<file path="config.mk">
export PLATFORM = sky130hd
export DESIGN_NAME = dbe_top
export DESIGN_NICKNAME = d
export VERILOG_FILES = /design/src/dbe_pkg.sv /design/src/dbe_top.sv /design/src/dbe_row_latch.sv
export VERILOG_INCLUDE_DIRS = /design/src
export SDC_FILE = /design/constraint.sdc
export NUM_CORES = 2
export LEC_CHECK = 0
export BUFFER_PORTS_ARGS = -buffer_cell sky130_fd_sc_hd__buf_2
export CORE_ASPECT_RATIO = 1.25
export CORE_MARGIN = 2
export CORE_UTILIZATION = 41
export DETAILED_ROUTE_END_ITERATION = 7
export PLACE_DENSITY_LB_ADDON = 0.2
export SYNTH_ARGS = -nofsm -noshare
export SYNTH_HDL_FRONTEND = slang
export SYNTH_SLANG_ARGS = --single-unit
</file>
<file path="constraint.sdc">
create_clock -name clk_i -period 2.76 [get_ports clk_i]
set_input_delay 0.414 -clock clk_i [delete_from_list [all_inputs] [get_ports clk_i]]
set_output_delay 0.414 -clock clk_i [all_outputs]
set_load 0.05 [all_outputs]
</file>
<file path="src/dbe_defines.svh">
// Functional notes
// - Window page low six bits steer program-memory reads; top two bits unused.
// - Window page register is write-only and not reset; software never reads it.
// - Window byte address is page bits above the six low data-address bits.
// - Bank value 10h (bit 4) maps RAM page 2 onto the paged region.
// - Bank value 01 (bit 0) maps the nonvolatile page 0 onto the region.
// - Banked accesses use addresses 00h-3Fh; 00 maps nothing, others reserved.
// - Bank select is not cleared at reset; software writes it before use.
// - Bank select is untouched by interrupts or subroutine calls.
// - Nonvolatile access is void without its bank or while in standby.
// - A programming cycle starts only with write enable set.
// - Busy flag covers each whole programming cycle; accesses then are void.
// - With standby and busy clear, a nonvolatile read is a normal read; in row mode the code returns DBE_READ_NONE instead.
// - Byte mode programs one byte; row mode up to eight in one cycle.
// - Writes go straight to the addressed location, no RAM buffer between.
// - While busy, control writes are ignored and only busy reads back.
// - A page is eight rows of eight bytes; low three bits pick the byte.
// - A STOP instruction disables the nonvolatile memory at once.
// - Row mode clears row latches, locks the row on first write.
// - Row start programs only bytes written since row mode was set.
// - Row mode clears itself when a row cycle ends.
// - Row start takes effect only with write enable and row mode set.
// - Standby disables the memory, voids accesses and cuts its power.
//
// Purpose: Offsets, field positions, reset values and timing counts.
// Assumes: Register index is the data-space address; byte address is 4x.
// Notes: Definitions only.
`ifndef DBE_DEFINES_SVH
`define DBE_DEFINES_SVH

// ==========================================================
// Register indexes in data space
`define DBE_IDX_WIN_PAGE 8'hC9
`define DBE_IDX_BANK_SEL 8'hE8
`define DBE_IDX_NV_CTL 8'hEA
`define DBE_PAGED_TOP 8'h3F
`define DBE_WIN_BASE 8'h40
`define DBE_WIN_TOP 8'h7F

// ==========================================================
// Bank select values
`define DBE_BANK_NONE 8'h00
`define DBE_BANK_NV0 8'h01
`define DBE_BANK_RAM2 8'h10

// ==========================================================
// Control register bits and reset value
`define DBE_CTL_STANDBY 6
`define DBE_CTL_ROW_START 3
`define DBE_CTL_ROW_MODE 2
`define DBE_CTL_BUSY 1
`define DBE_CTL_WR_EN 0
`define DBE_CTL_RESET 8'h00

// ==========================================================
// Timing
`define DBE_CLK_PERIOD_NS 40
`define DBE_PROG_TIME_NS 5000000
`define DBE_PROG_CYCLES (`DBE_PROG_TIME_NS / `DBE_CLK_PERIOD_NS)
`define DBE_CNT_W 24
`define DBE_READ_NONE 8'h00

`endif

</file>
<file path="src/dbe_pkg.sv">
// Purpose: Types shared by the paging and nonvolatile access logic.
// Assumes: Nothing beyond the defines header.
// Notes: Struct fields are packed for one-flop-per-bit state.
package dbe_pkg;

  typedef enum logic [1:0] {
    ST_IDLE,
    ST_EXEC,
    ST_ACK
  } dbe_step_t;

  // What the row latches show to the controller
  typedef struct packed {
    logic [7:0][7:0] data;
    logic [7:0] mask;
    logic [2:0] row;
    logic locked;
  } dbe_row_view_t;

  // Request into the row latches
  typedef struct packed {
    logic clear;
    logic wr;
    logic [2:0] row;
    logic [2:0] idx;
    logic [7:0] data;
  } dbe_row_req_t;

endpackage

</file>
<file path="src/dbe_top.sv">
// Purpose: Data-space paging registers and nonvolatile page controller.
// Assumes: Classic Wishbone slave; data-space index n at byte address 4n.
// Notes: Every access is acknowledged two edges after it is presented.
`timescale 1ns/1ps
`default_nettype none
`include "dbe_defines.svh"

module dbe_top #(
  parameter int PROG_CYCLES = `DBE_PROG_CYCLES
) (
  input wire logic clk_i,
  input wire logic rst_i,
  input wire logic cyc_i,
  input wire logic stb_i,
  input wire logic we_i,
  input wire logic [9:0] adr_i,
  input wire logic [3:0] sel_i,
  input wire logic [31:0] dat_i,
  output logic [31:0] dat_o,
  output logic ack_o,
  output logic [11:0] prog_addr_o,
  input wire logic [7:0] prog_data_i,
  input wire logic stop_i,
  output logic nv_powered_o,
  output logic nv_busy_o
);
  import dbe_pkg::*;

  // ==========================================================
  // State
  typedef struct packed {
    dbe_step_t step;
    logic ack;
    logic [7:0] rdata;
    logic [7:0] idx;
    logic wr;
    logic [7:0] wdata;
    logic [11:0] prog_addr;
    logic [7:0] win_page;
    logic [7:0] bank_sel;
    logic nv_standby;
    logic nv_write_enable;
    logic row_mode_enable;
    logic row_program_start;
    logic nv_busy_flag;
    logic row_cycle;
    logic [`DBE_CNT_W-1:0] cnt;
    logic [5:0] pend_addr;
    logic [7:0] pend_data;
    logic powered;
    logic [63:0][7:0] nv_mem;
    logic [63:0][7:0] ram2;
  } dbe_state_t;

  localparam logic [`DBE_CNT_W-1:0] PROG_LAST =
    `DBE_CNT_W'(PROG_CYCLES - 1);

  dbe_state_t s_q;
  dbe_state_t s_d;
  dbe_row_req_t row_req;
  dbe_row_view_t row_view;

  // ==========================================================
  // Row latches
  dbe_row_latch u_row (
    .clk_i(clk_i),
    .rst_i(rst_i),
    .req_i(row_req),
    .view_o(row_view)
  );

  // ==========================================================
  // Decode helpers
  logic sel_paged;
  logic sel_win;
  logic bank_nv;
  logic bank_ram;
  logic nv_live;
  logic [5:0] off;
  logic [2:0] ctl_rd;
  logic start_row;
  logic [7:0] wd;
  logic done;

  assign off = s_q.idx[5:0];
  assign sel_paged = s_q.idx <= `DBE_PAGED_TOP;
  assign sel_win = s_q.idx >= `DBE_WIN_BASE && s_q.idx <= `DBE_WIN_TOP;
  // Several bank bits at once match neither value and map nothing
  assign bank_nv = s_q.bank_sel == `DBE_BANK_NV0;
  assign bank_ram = s_q.bank_sel == `DBE_BANK_RAM2;
  // Standby, STOP or a running cycle void every nonvolatile access
  assign nv_live = bank_nv && !s_q.nv_standby && !stop_i
    && !s_q.nv_busy_flag;
  assign wd = s_q.wdata;
  assign ctl_rd = 3'b000;
  assign done = s_q.nv_busy_flag && s_q.cnt == '0;

  // Row start needs write enable and row mode in the same write, row mode already armed
  assign start_row = wd[`DBE_CTL_ROW_START] && wd[`DBE_CTL_WR_EN]
    && wd[`DBE_CTL_ROW_MODE] && s_q.row_mode_enable;

  // ==========================================================
  // Next state
  always_comb begin
    s_d = s_q;
    row_req = '0;
    s_d.powered = !s_q.nv_standby && !stop_i;

    // ----- Programming cycle timer and commit
    if (s_q.nv_busy_flag) begin
      if (done) begin
        if (s_q.row_cycle) begin
          for (int i = 0; i < 8; i++) begin
            if (row_view.mask[i]) begin
              s_d.nv_mem[{row_view.row, 3'(i)}] =
                row_view.data[i];
            end
          end
          s_d.row_mode_enable = 1'b0;
          row_req.clear = 1'b1;
        end else begin
          s_d.nv_mem[s_q.pend_addr] = s_q.pend_data;
        end
        s_d.nv_busy_flag = 1'b0;
        s_d.row_program_start = 1'b0;
        s_d.row_cycle = 1'b0;
      end else begin
        s_d.cnt = s_q.cnt - `DBE_CNT_W'(1);
      end
    end

    // ----- Bus sequence
    case (s_q.step)
      ST_IDLE: begin
        s_d.ack = 1'b0;
        if (cyc_i && stb_i) begin
          s_d.idx = adr_i[9:2];
          s_d.wr = we_i && sel_i[0];
          s_d.wdata = dat_i[7:0];
          s_d.prog_addr = {s_q.win_page[5:0], adr_i[7:2]};
          s_d.step = ST_EXEC;
        end
      end
      ST_EXEC: begin
        s_d.ack = 1'b1;
        s_d.step = ST_ACK;
        if (!s_q.wr) begin
          // Writes leave the last read data standing
          s_d.rdata = `DBE_READ_NONE;
          if (sel_win) begin
            s_d.rdata = prog_data_i;
          end else if (sel_paged && bank_ram) begin
            s_d.rdata = s_q.ram2[off];
          end else if (sel_paged && nv_live
                       && !s_q.row_mode_enable) begin
            s_d.rdata = s_q.nv_mem[off];
          end else if (s_q.idx == `DBE_IDX_NV_CTL) begin
            // Only the busy flag reads back
            s_d.rdata = {4'h0, ctl_rd[2:1], s_q.nv_busy_flag,
              ctl_rd[0]};
          end
          // Window page and bank select read as zero
        end else begin
          if (s_q.idx == `DBE_IDX_WIN_PAGE) begin
            s_d.win_page = wd;
          end else if (s_q.idx == `DBE_IDX_BANK_SEL) begin
            s_d.bank_sel = wd;
          end else if (sel_paged && bank_ram) begin
            s_d.ram2[off] = wd;
          end else if (sel_paged && nv_live
                       && s_q.nv_write_enable) begin
            if (s_q.row_mode_enable) begin
              row_req.wr = 1'b1;
              row_req.row = off[5:3];
              row_req.idx = off[2:0];
              row_req.data = wd;
            end else begin
              // Byte mode: one byte straight into its cell
              s_d.pend_addr = off;
              s_d.pend_data = wd;
              s_d.nv_busy_flag = 1'b1;
              s_d.row_cycle = 1'b0;
              s_d.cnt = PROG_LAST;
            end
          end else if (s_q.idx == `DBE_IDX_NV_CTL
                       && !s_q.nv_busy_flag) begin
            s_d.nv_standby = wd[`DBE_CTL_STANDBY];
            s_d.nv_write_enable = wd[`DBE_CTL_WR_EN];
            s_d.row_mode_enable = wd[`DBE_CTL_ROW_MODE];
            // Arming row mode, or dropping it, empties the latches
            if (wd[`DBE_CTL_ROW_MODE] != s_q.row_mode_enable) begin
              row_req.clear = 1'b1;
            end
            if (start_row) begin
              s_d.row_program_start = 1'b1;
              s_d.nv_busy_flag = 1'b1;
              s_d.row_cycle = 1'b1;
              s_d.cnt = PROG_LAST;
            end
          end
        end
      end
      ST_ACK: begin
        s_d.ack = 1'b0;
        s_d.step = ST_IDLE;
      end
      default: begin
        s_d.ack = 1'b0;
        s_d.step = ST_IDLE;
      end
    endcase

    // ----- Synchronous reset; pages and memories keep their value
    if (rst_i) begin
      s_d.step = ST_IDLE;
      s_d.ack = 1'b0;
      s_d.rdata = 8'h00;
      s_d.idx = 8'h00;
      s_d.wr = 1'b0;
      s_d.wdata = 8'h00;
      s_d.prog_addr = 12'h000;
      s_d.win_page = s_q.win_page;
      s_d.bank_sel = s_q.bank_sel;
      s_d.nv_standby = 1'(`DBE_CTL_RESET >> `DBE_CTL_STANDBY);
      s_d.nv_write_enable = 1'b0;
      s_d.row_mode_enable = 1'b0;
      s_d.row_program_start = 1'b0;
      s_d.nv_busy_flag = 1'b0;
      s_d.row_cycle = 1'b0;
      s_d.cnt = '0;
      s_d.pend_addr = 6'h00;
      s_d.pend_data = 8'h00;
      s_d.powered = 1'b0;
      row_req = '0;
      row_req.clear = 1'b1;
    end
  end

  always_ff @(posedge clk_i) begin
    s_q <= s_d;
  end

  // ==========================================================
  // Outputs
  assign dat_o = {24'h00_0000, s_q.rdata};
  assign ack_o = s_q.ack;
  assign prog_addr_o = s_q.prog_addr;
  assign nv_powered_o = s_q.powered;
  assign nv_busy_o = s_q.nv_busy_flag;

endmodule

`default_nettype wire

</file>
<file path="src/dbe_row_latch.sv">
// Purpose: Eight volatile row latches with written-byte mask and row lock.
// Assumes: Clear and write never come in the same cycle.
// Notes: Writes to a row other than the locked one are dropped.
`timescale 1ns/1ps
`default_nettype none

module dbe_row_latch (
  input wire logic clk_i,
  input wire logic rst_i,
  input wire dbe_pkg::dbe_row_req_t req_i,
  output dbe_pkg::dbe_row_view_t view_o
);
  import dbe_pkg::*;

  dbe_row_view_t s_q;
  dbe_row_view_t s_d;
  logic [7:0] hit;
  logic take;

  // A write lands only in the locked row once one is latched
  assign take = req_i.wr && (!s_q.locked || s_q.row == req_i.row);

  // ==========================================================
  // Per-byte write strobes
  genvar gi;
  generate
    for (gi = 0; gi < 8; gi++) begin : g_byte
      assign hit[gi] = take && (req_i.idx == 3'(gi));
    end
  endgenerate

  always_comb begin
    s_d = s_q;
    if (req_i.clear) begin
      s_d.mask = 8'h00;
      s_d.locked = 1'b0;
    end else if (take) begin
      s_d.locked = 1'b1;
      s_d.row = req_i.row;
    end
    for (int i = 0; i < 8; i++) begin
      if (hit[i]) begin
        s_d.data[i] = req_i.data;
        s_d.mask[i] = 1'b1;
      end
    end
    if (rst_i) begin
      s_d.mask = 8'h00;
      s_d.locked = 1'b0;
      s_d.row = 3'h0;
      s_d.data = '0;
    end
  end

  always_ff @(posedge clk_i) begin
    s_q <= s_d;
  end

  assign view_o = s_q;

endmodule

`default_nettype wire

</file>
# Word-level counts from Yosys, hierarchy flattened
# Cells that the tools add are included.
# W data, S select, Z words.
# totals
reg_bits,1199
in_bits,60
# classes
n_addsub,1
magnitude_cmp,23
eq_ne,16
n_mux,108
n_bitwise,8
n_reduce_logical,62
# ops
cell,n
$mux W512,30
$bwmux W512,10
$mux W42,5
$demux W8 S3,8
$mux W8,16
$bmux W8 S6,2
$demux W8 S6,2
$mux W16,6
$lt A6 B7 Y1 const B,10
$ge A6 B1 Y1 const B,10
$mux W28,2
$mux W40,1
$logic_and A1 B1 Y1,35
$mux W15,2
$mux W27,1
$mux W26,1
$eq A8 B8 Y1 const B,3
$logic_not A24 Y1,1
$mux W24,1
$sub A24 B1 Y24 const B,1
$reduce_bool A2 Y1,8
$mux W1,15
$mux W14,1
$reduce_and A7 Y1,2
other kinds (24),45

# Depth between registers and ports, before layout
# depth
ltp_word,42
mapped_depth,13
depth_no_buf,9

# Cells and area by module
# A second synthesis with hierarchy kept.
# hier_totals
cells_unflattened,3930
hier_area_um2,51548.2
# by_module_without_submodules
mod,n_inst,cells_each,area_each_um2
dbe_top,1,3647,48514.0
dbe_row_latch,1,283,3034.2

# Worst setup path before layout
# OpenSTA, ideal clock, no wires.
# synth_timing
kind,register to register
from,reg s_q[1039] (netlist name)
to,"reg s_q[520] (netlist name), enable pin"
setup_ns,0.332
t_arrival_ns,2.316
slack_ns,0.112
stages_incl_launch_ff,10
period_less_slack_ns,2.648
path_cell_list,dfxtp_1 -> inv_1 -> ha_1 -> or3b_1 -> nor3_1 -> nand4_1 -> nor2_1 -> clkbuf_1 -> o21a_1 -> and3_1
# synth_via
elab_chain_len,3
# synth_lines
item,line_no,text
"start, declared",dbe_top.sv:58,dbe_state_t s_q;
"start signal, assigned",dbe_top.sv:240,s_q <= s_d;
$logic_not A24 Y1,dbe_top.sv:96,assign done = s_q.nv_busy_flag && s_q.cnt == '0;
$logic_and A1 B1 Y1,dbe_top.sv:96,
$reduce_and A2 Y1 (no source line),n/a,
# No other way between the ends.
# A chain may end at the register's enable or synchronous reset.

# Worst setup path after layout
# layout_timing
from,reg s_q (netlist bit off[2])
to,reg s_q (netlist bit dat_o[2])
# layout_via
elab_chain_len,6
elab_cells_between_ends,14
cone_classes,order compare (3); mux (7); reduce/logical (4)
# layout_lines
item,line_no,text
$le A8 B6 Y1 (no source line),n/a,
$logic_and A1 B1 Y1,dbe_top.sv:154,end else if (sel_paged && nv_live
$logic_and A1 B1 Y1,dbe_top.sv:155,&& !s_q.row_mode_enable) begin
$mux W8,dbe_top.sv:154,
$mux W8,dbe_top.sv:152,end else if (sel_paged && bank_ram) begin
$mux W8 *,dbe_top.sv:150,if (sel_win) begin
# Mark *: on every way between the ends. The rest lies on a longest branch, timed or not. The select of a mux whose other input is x is not followed.

==> flow_summary.ini <==
[setup_path]
cp_data_required_time_ps = 3430
crit_type = register to register
reg2reg_from = off[2]
critPathArrivalTime_ps = 3580
cp-end-kind = register
crit_path_max_fanout = 11
reg2reg_to = dat_o[2]
reg2regPathDepth = 12
r2r_setup_slack_ps = -150
start_kind = register

[worst_hold_path]
holdPathEnd = off[1]
min_from = adr_i[3]
holdCritPathClass = input port to register
hold_depth = 3

[layout]
layout_commonest_cell = edfxtp_1
area_delta_synth_final_pct = 23.2
fill_cells = 10800
final_nets = 4500
n_antenna_cell = 0
post_route_cells_drive_above_1_share_pct = 24.7
final_cell_mix = 1038 x edfxtp_1, 643 x o22ai_1, 511 x buf_4
final_area_um2 = 63400
final_util_pct = 50.8

[synthesis]
ys_warn_count = 0
synth_cells = 3942
synth_seq_cells = 1192
yosysUniqueCellTypes = 83
syn_area_um2 = 51500
yosysTopAreaCellShare_pct = 60.6
synth-main-ff-cell = edfxtp_1
synth.largest_area_cell = edfxtp_1
avgSynthCellArea_um2 = 13.1
synthArstFlopShare_pct = 0
synth-seq-area-share_pct = 66.6
yosys-top-cells-area = edfxtp_1 61%, o22ai_1 7.8%, dfxtp_1 6.0%
synth_edf_count = 1038

[power]
internal_power_uw = 29600
ir_drop_v = 0.000524
switchingPower_uw = 8780
clkPwrFrac_pct = 43.7
p_seq_share_pct = 50.9
leakagePower_uw = 0.0212
power_density_nw_per_um2 = 605
swShare_pct = 22.9
finalPower_uw = 38400
pwr-share-comb_pct = 5.3

[detailed_routing]
first_iter_violations = 5840
ant_nets = 0
first_pass_iters = 6
viasPerCell = 6.51
wl_per_cell_um = 35.4
routed_wl_um = 218000
drc = 0
num_vias = 40100

[sta]
finalHoldViolations = 0
layout_setup_ws_ps = -153
setup-violations-final = 5
worst_pin_slew_ps = 1270
worst_clock_skew_ps = 31.1
layout_worst_path_cycle_share_pct = 106
rsz0062_at_grt = true
slew_viol_final = 0
finalSetupTns_ps = -545
max_freq_ghz = 0.343
maxSlewHeadroom_pct = 15.5
min_period_ps = 2910

[placed_design]
gp_congestion = 1.01
place_area_um2 = 58600
dpl_worst_slack_ps = -483
portBuffers = 53
hpwl_um = 156000

[floorplanning]
num_rows = 145
die_area_um2 = 128000
die_x_um = 321
fp.dieH_um = 400
coreArea_um2 = 125000
ios = 107
start_util_pct = 41.2

[global_routing]
grt_pass1_wl_um = 298000
grt_max_degree = 111
grt_util_all_layers_pct = 33.3
grt_overflow_total = 0
antenna_found_initial = 2
grt_pass1_vias = 38100

[outcome]
outcome = finished with violations
violations = setup timing

[cts]
clk_path_buf_depth = 3
cts.sinks = 1192
cts_tree = done
htree_levels = 3
root_buffer = clkbuf_16
clkLatencyLatePin_ps = 770
clk_pin_slew_ps = 70
cts_buffers = 117

[flow_run]
maxCapViolCount = 0
## what timing repair did
action                                 CTS  global route
pin swaps                               17            15
endpoints found under the hold margin   21             0
gates cloned                             1             2
setup buffers                           11             3
setup endpoints to repair              179           288
gates resized for setup                 63            35
hold buffers                            19             0
## routing by layer
metal / track usage (%) / share of wire, %
met1: 40.3 / 35
met2: 54.0 / 47
met3: 6.50 / 10
met4: 23.0 / 8.1
met5: 0 / 0
## sequential cells by signal, indices dropped and copies added (netlist names)
signal and cells:
wd 8, nv_busy_o 1, s_q 1085, u_row.view_o 76, ack_o 1, dat_o 8
nv_powered_o 1, prog_addr_o 6, off 6
## metrics by stage
stage,std cells,hold WS (ps)
2_1_floorplan,3965,418
3_3_place_gp,5900,444
3_5_place_dp,5900,447
4_1_cts,6152,84.7
5_1_grt,6157,108
6_report,6157,117
## critical path: stages, from the launching register on
cell      delay [ps]
dfxtp_4          410
buf_12           170
buf_4            140
or3_1            330
buf_4            200
buf_4            180
o22ai_1          390
o311ai_0         230
buf_4            190
nand2_1           50
o21ai_0          160
buf_4            200
a41o_1           170
## worst max-delay path by stage
stage	start	slack, ps	cells after the start	end
after floorplan	s_q[1039]	110	9	s_q[520]
after global placement	off[2]	-440	11	dat_o[0]
after detailed placement	off[2]	-480	11	dat_o[0]
after CTS	off[2]	-70	9	dat_o[2]
after global routing	off[2]	-170	9	dat_o[2]
final	off[2]	-150	12	dat_o[2]
## final cells by class
cell class / instances / area [um2] / share of cell area [%]
Tap cell: 1617 / 2020 / 3.19
Inverter: 10 / 37.5 / 0.0592
Clock inverter: 63 / 766 / 1.21
Timing Repair Buffer: 732 / 7190 / 11.3
Clock buffer: 158 / 3220 / 5.09
Sequential cell: 1192 / 34300 / 54.1
Multi-Input combinational cell: 2385 / 15900 / 25.0
## power by group through the flow
stage | Clock (uW) | Combinational, uW | Sequential (uW)
after global placement | 0 | 1880 | 19900
after global routing | 17500 | 2090 | 19500
after detailed placement | 0 | 1890 | 19900
final | 16800 | 2050 | 19500
after CTS | 16900 | 1970 | 19500
after floorplan | 0 | 882 | 19900
## synth_stat cells, types with 30 or more instances
library cell	n
buf_1	43
mux4_2	34
and3_1	32
buf_2	50
o22ai_1	645
mux2_2	73
nor2_1	266
mux2i_1	158
a22oi_1	65
nand2_1	312
nor3_1	31
edfxtp_1	1038
nand2b_1	31
buf_4	57
a221oi_1	38
a21oi_1	124
a221o_1	30
o21ai_0	57
clkbuf_1	219
nand3_1	83
dfxtp_1	154
o21a_1	42
## kinds of logic after synthesis
family                   count (synthesis)  share of synthesized area [%]
flip-flops                            1192                           66.6
AO/OA/AOI/OAI                         1166                           15.1
AND/OR/NAND/NOR                        891                           7.96
buffers and inverters                  388                           3.49
multiplexers                           278                           6.46
XOR/XNOR                                24                          0.408
adder cells (fa/ha/maj)                  2                         0.0486
other                                    1                        0.00729
Power figures use the tool's default switching activity.
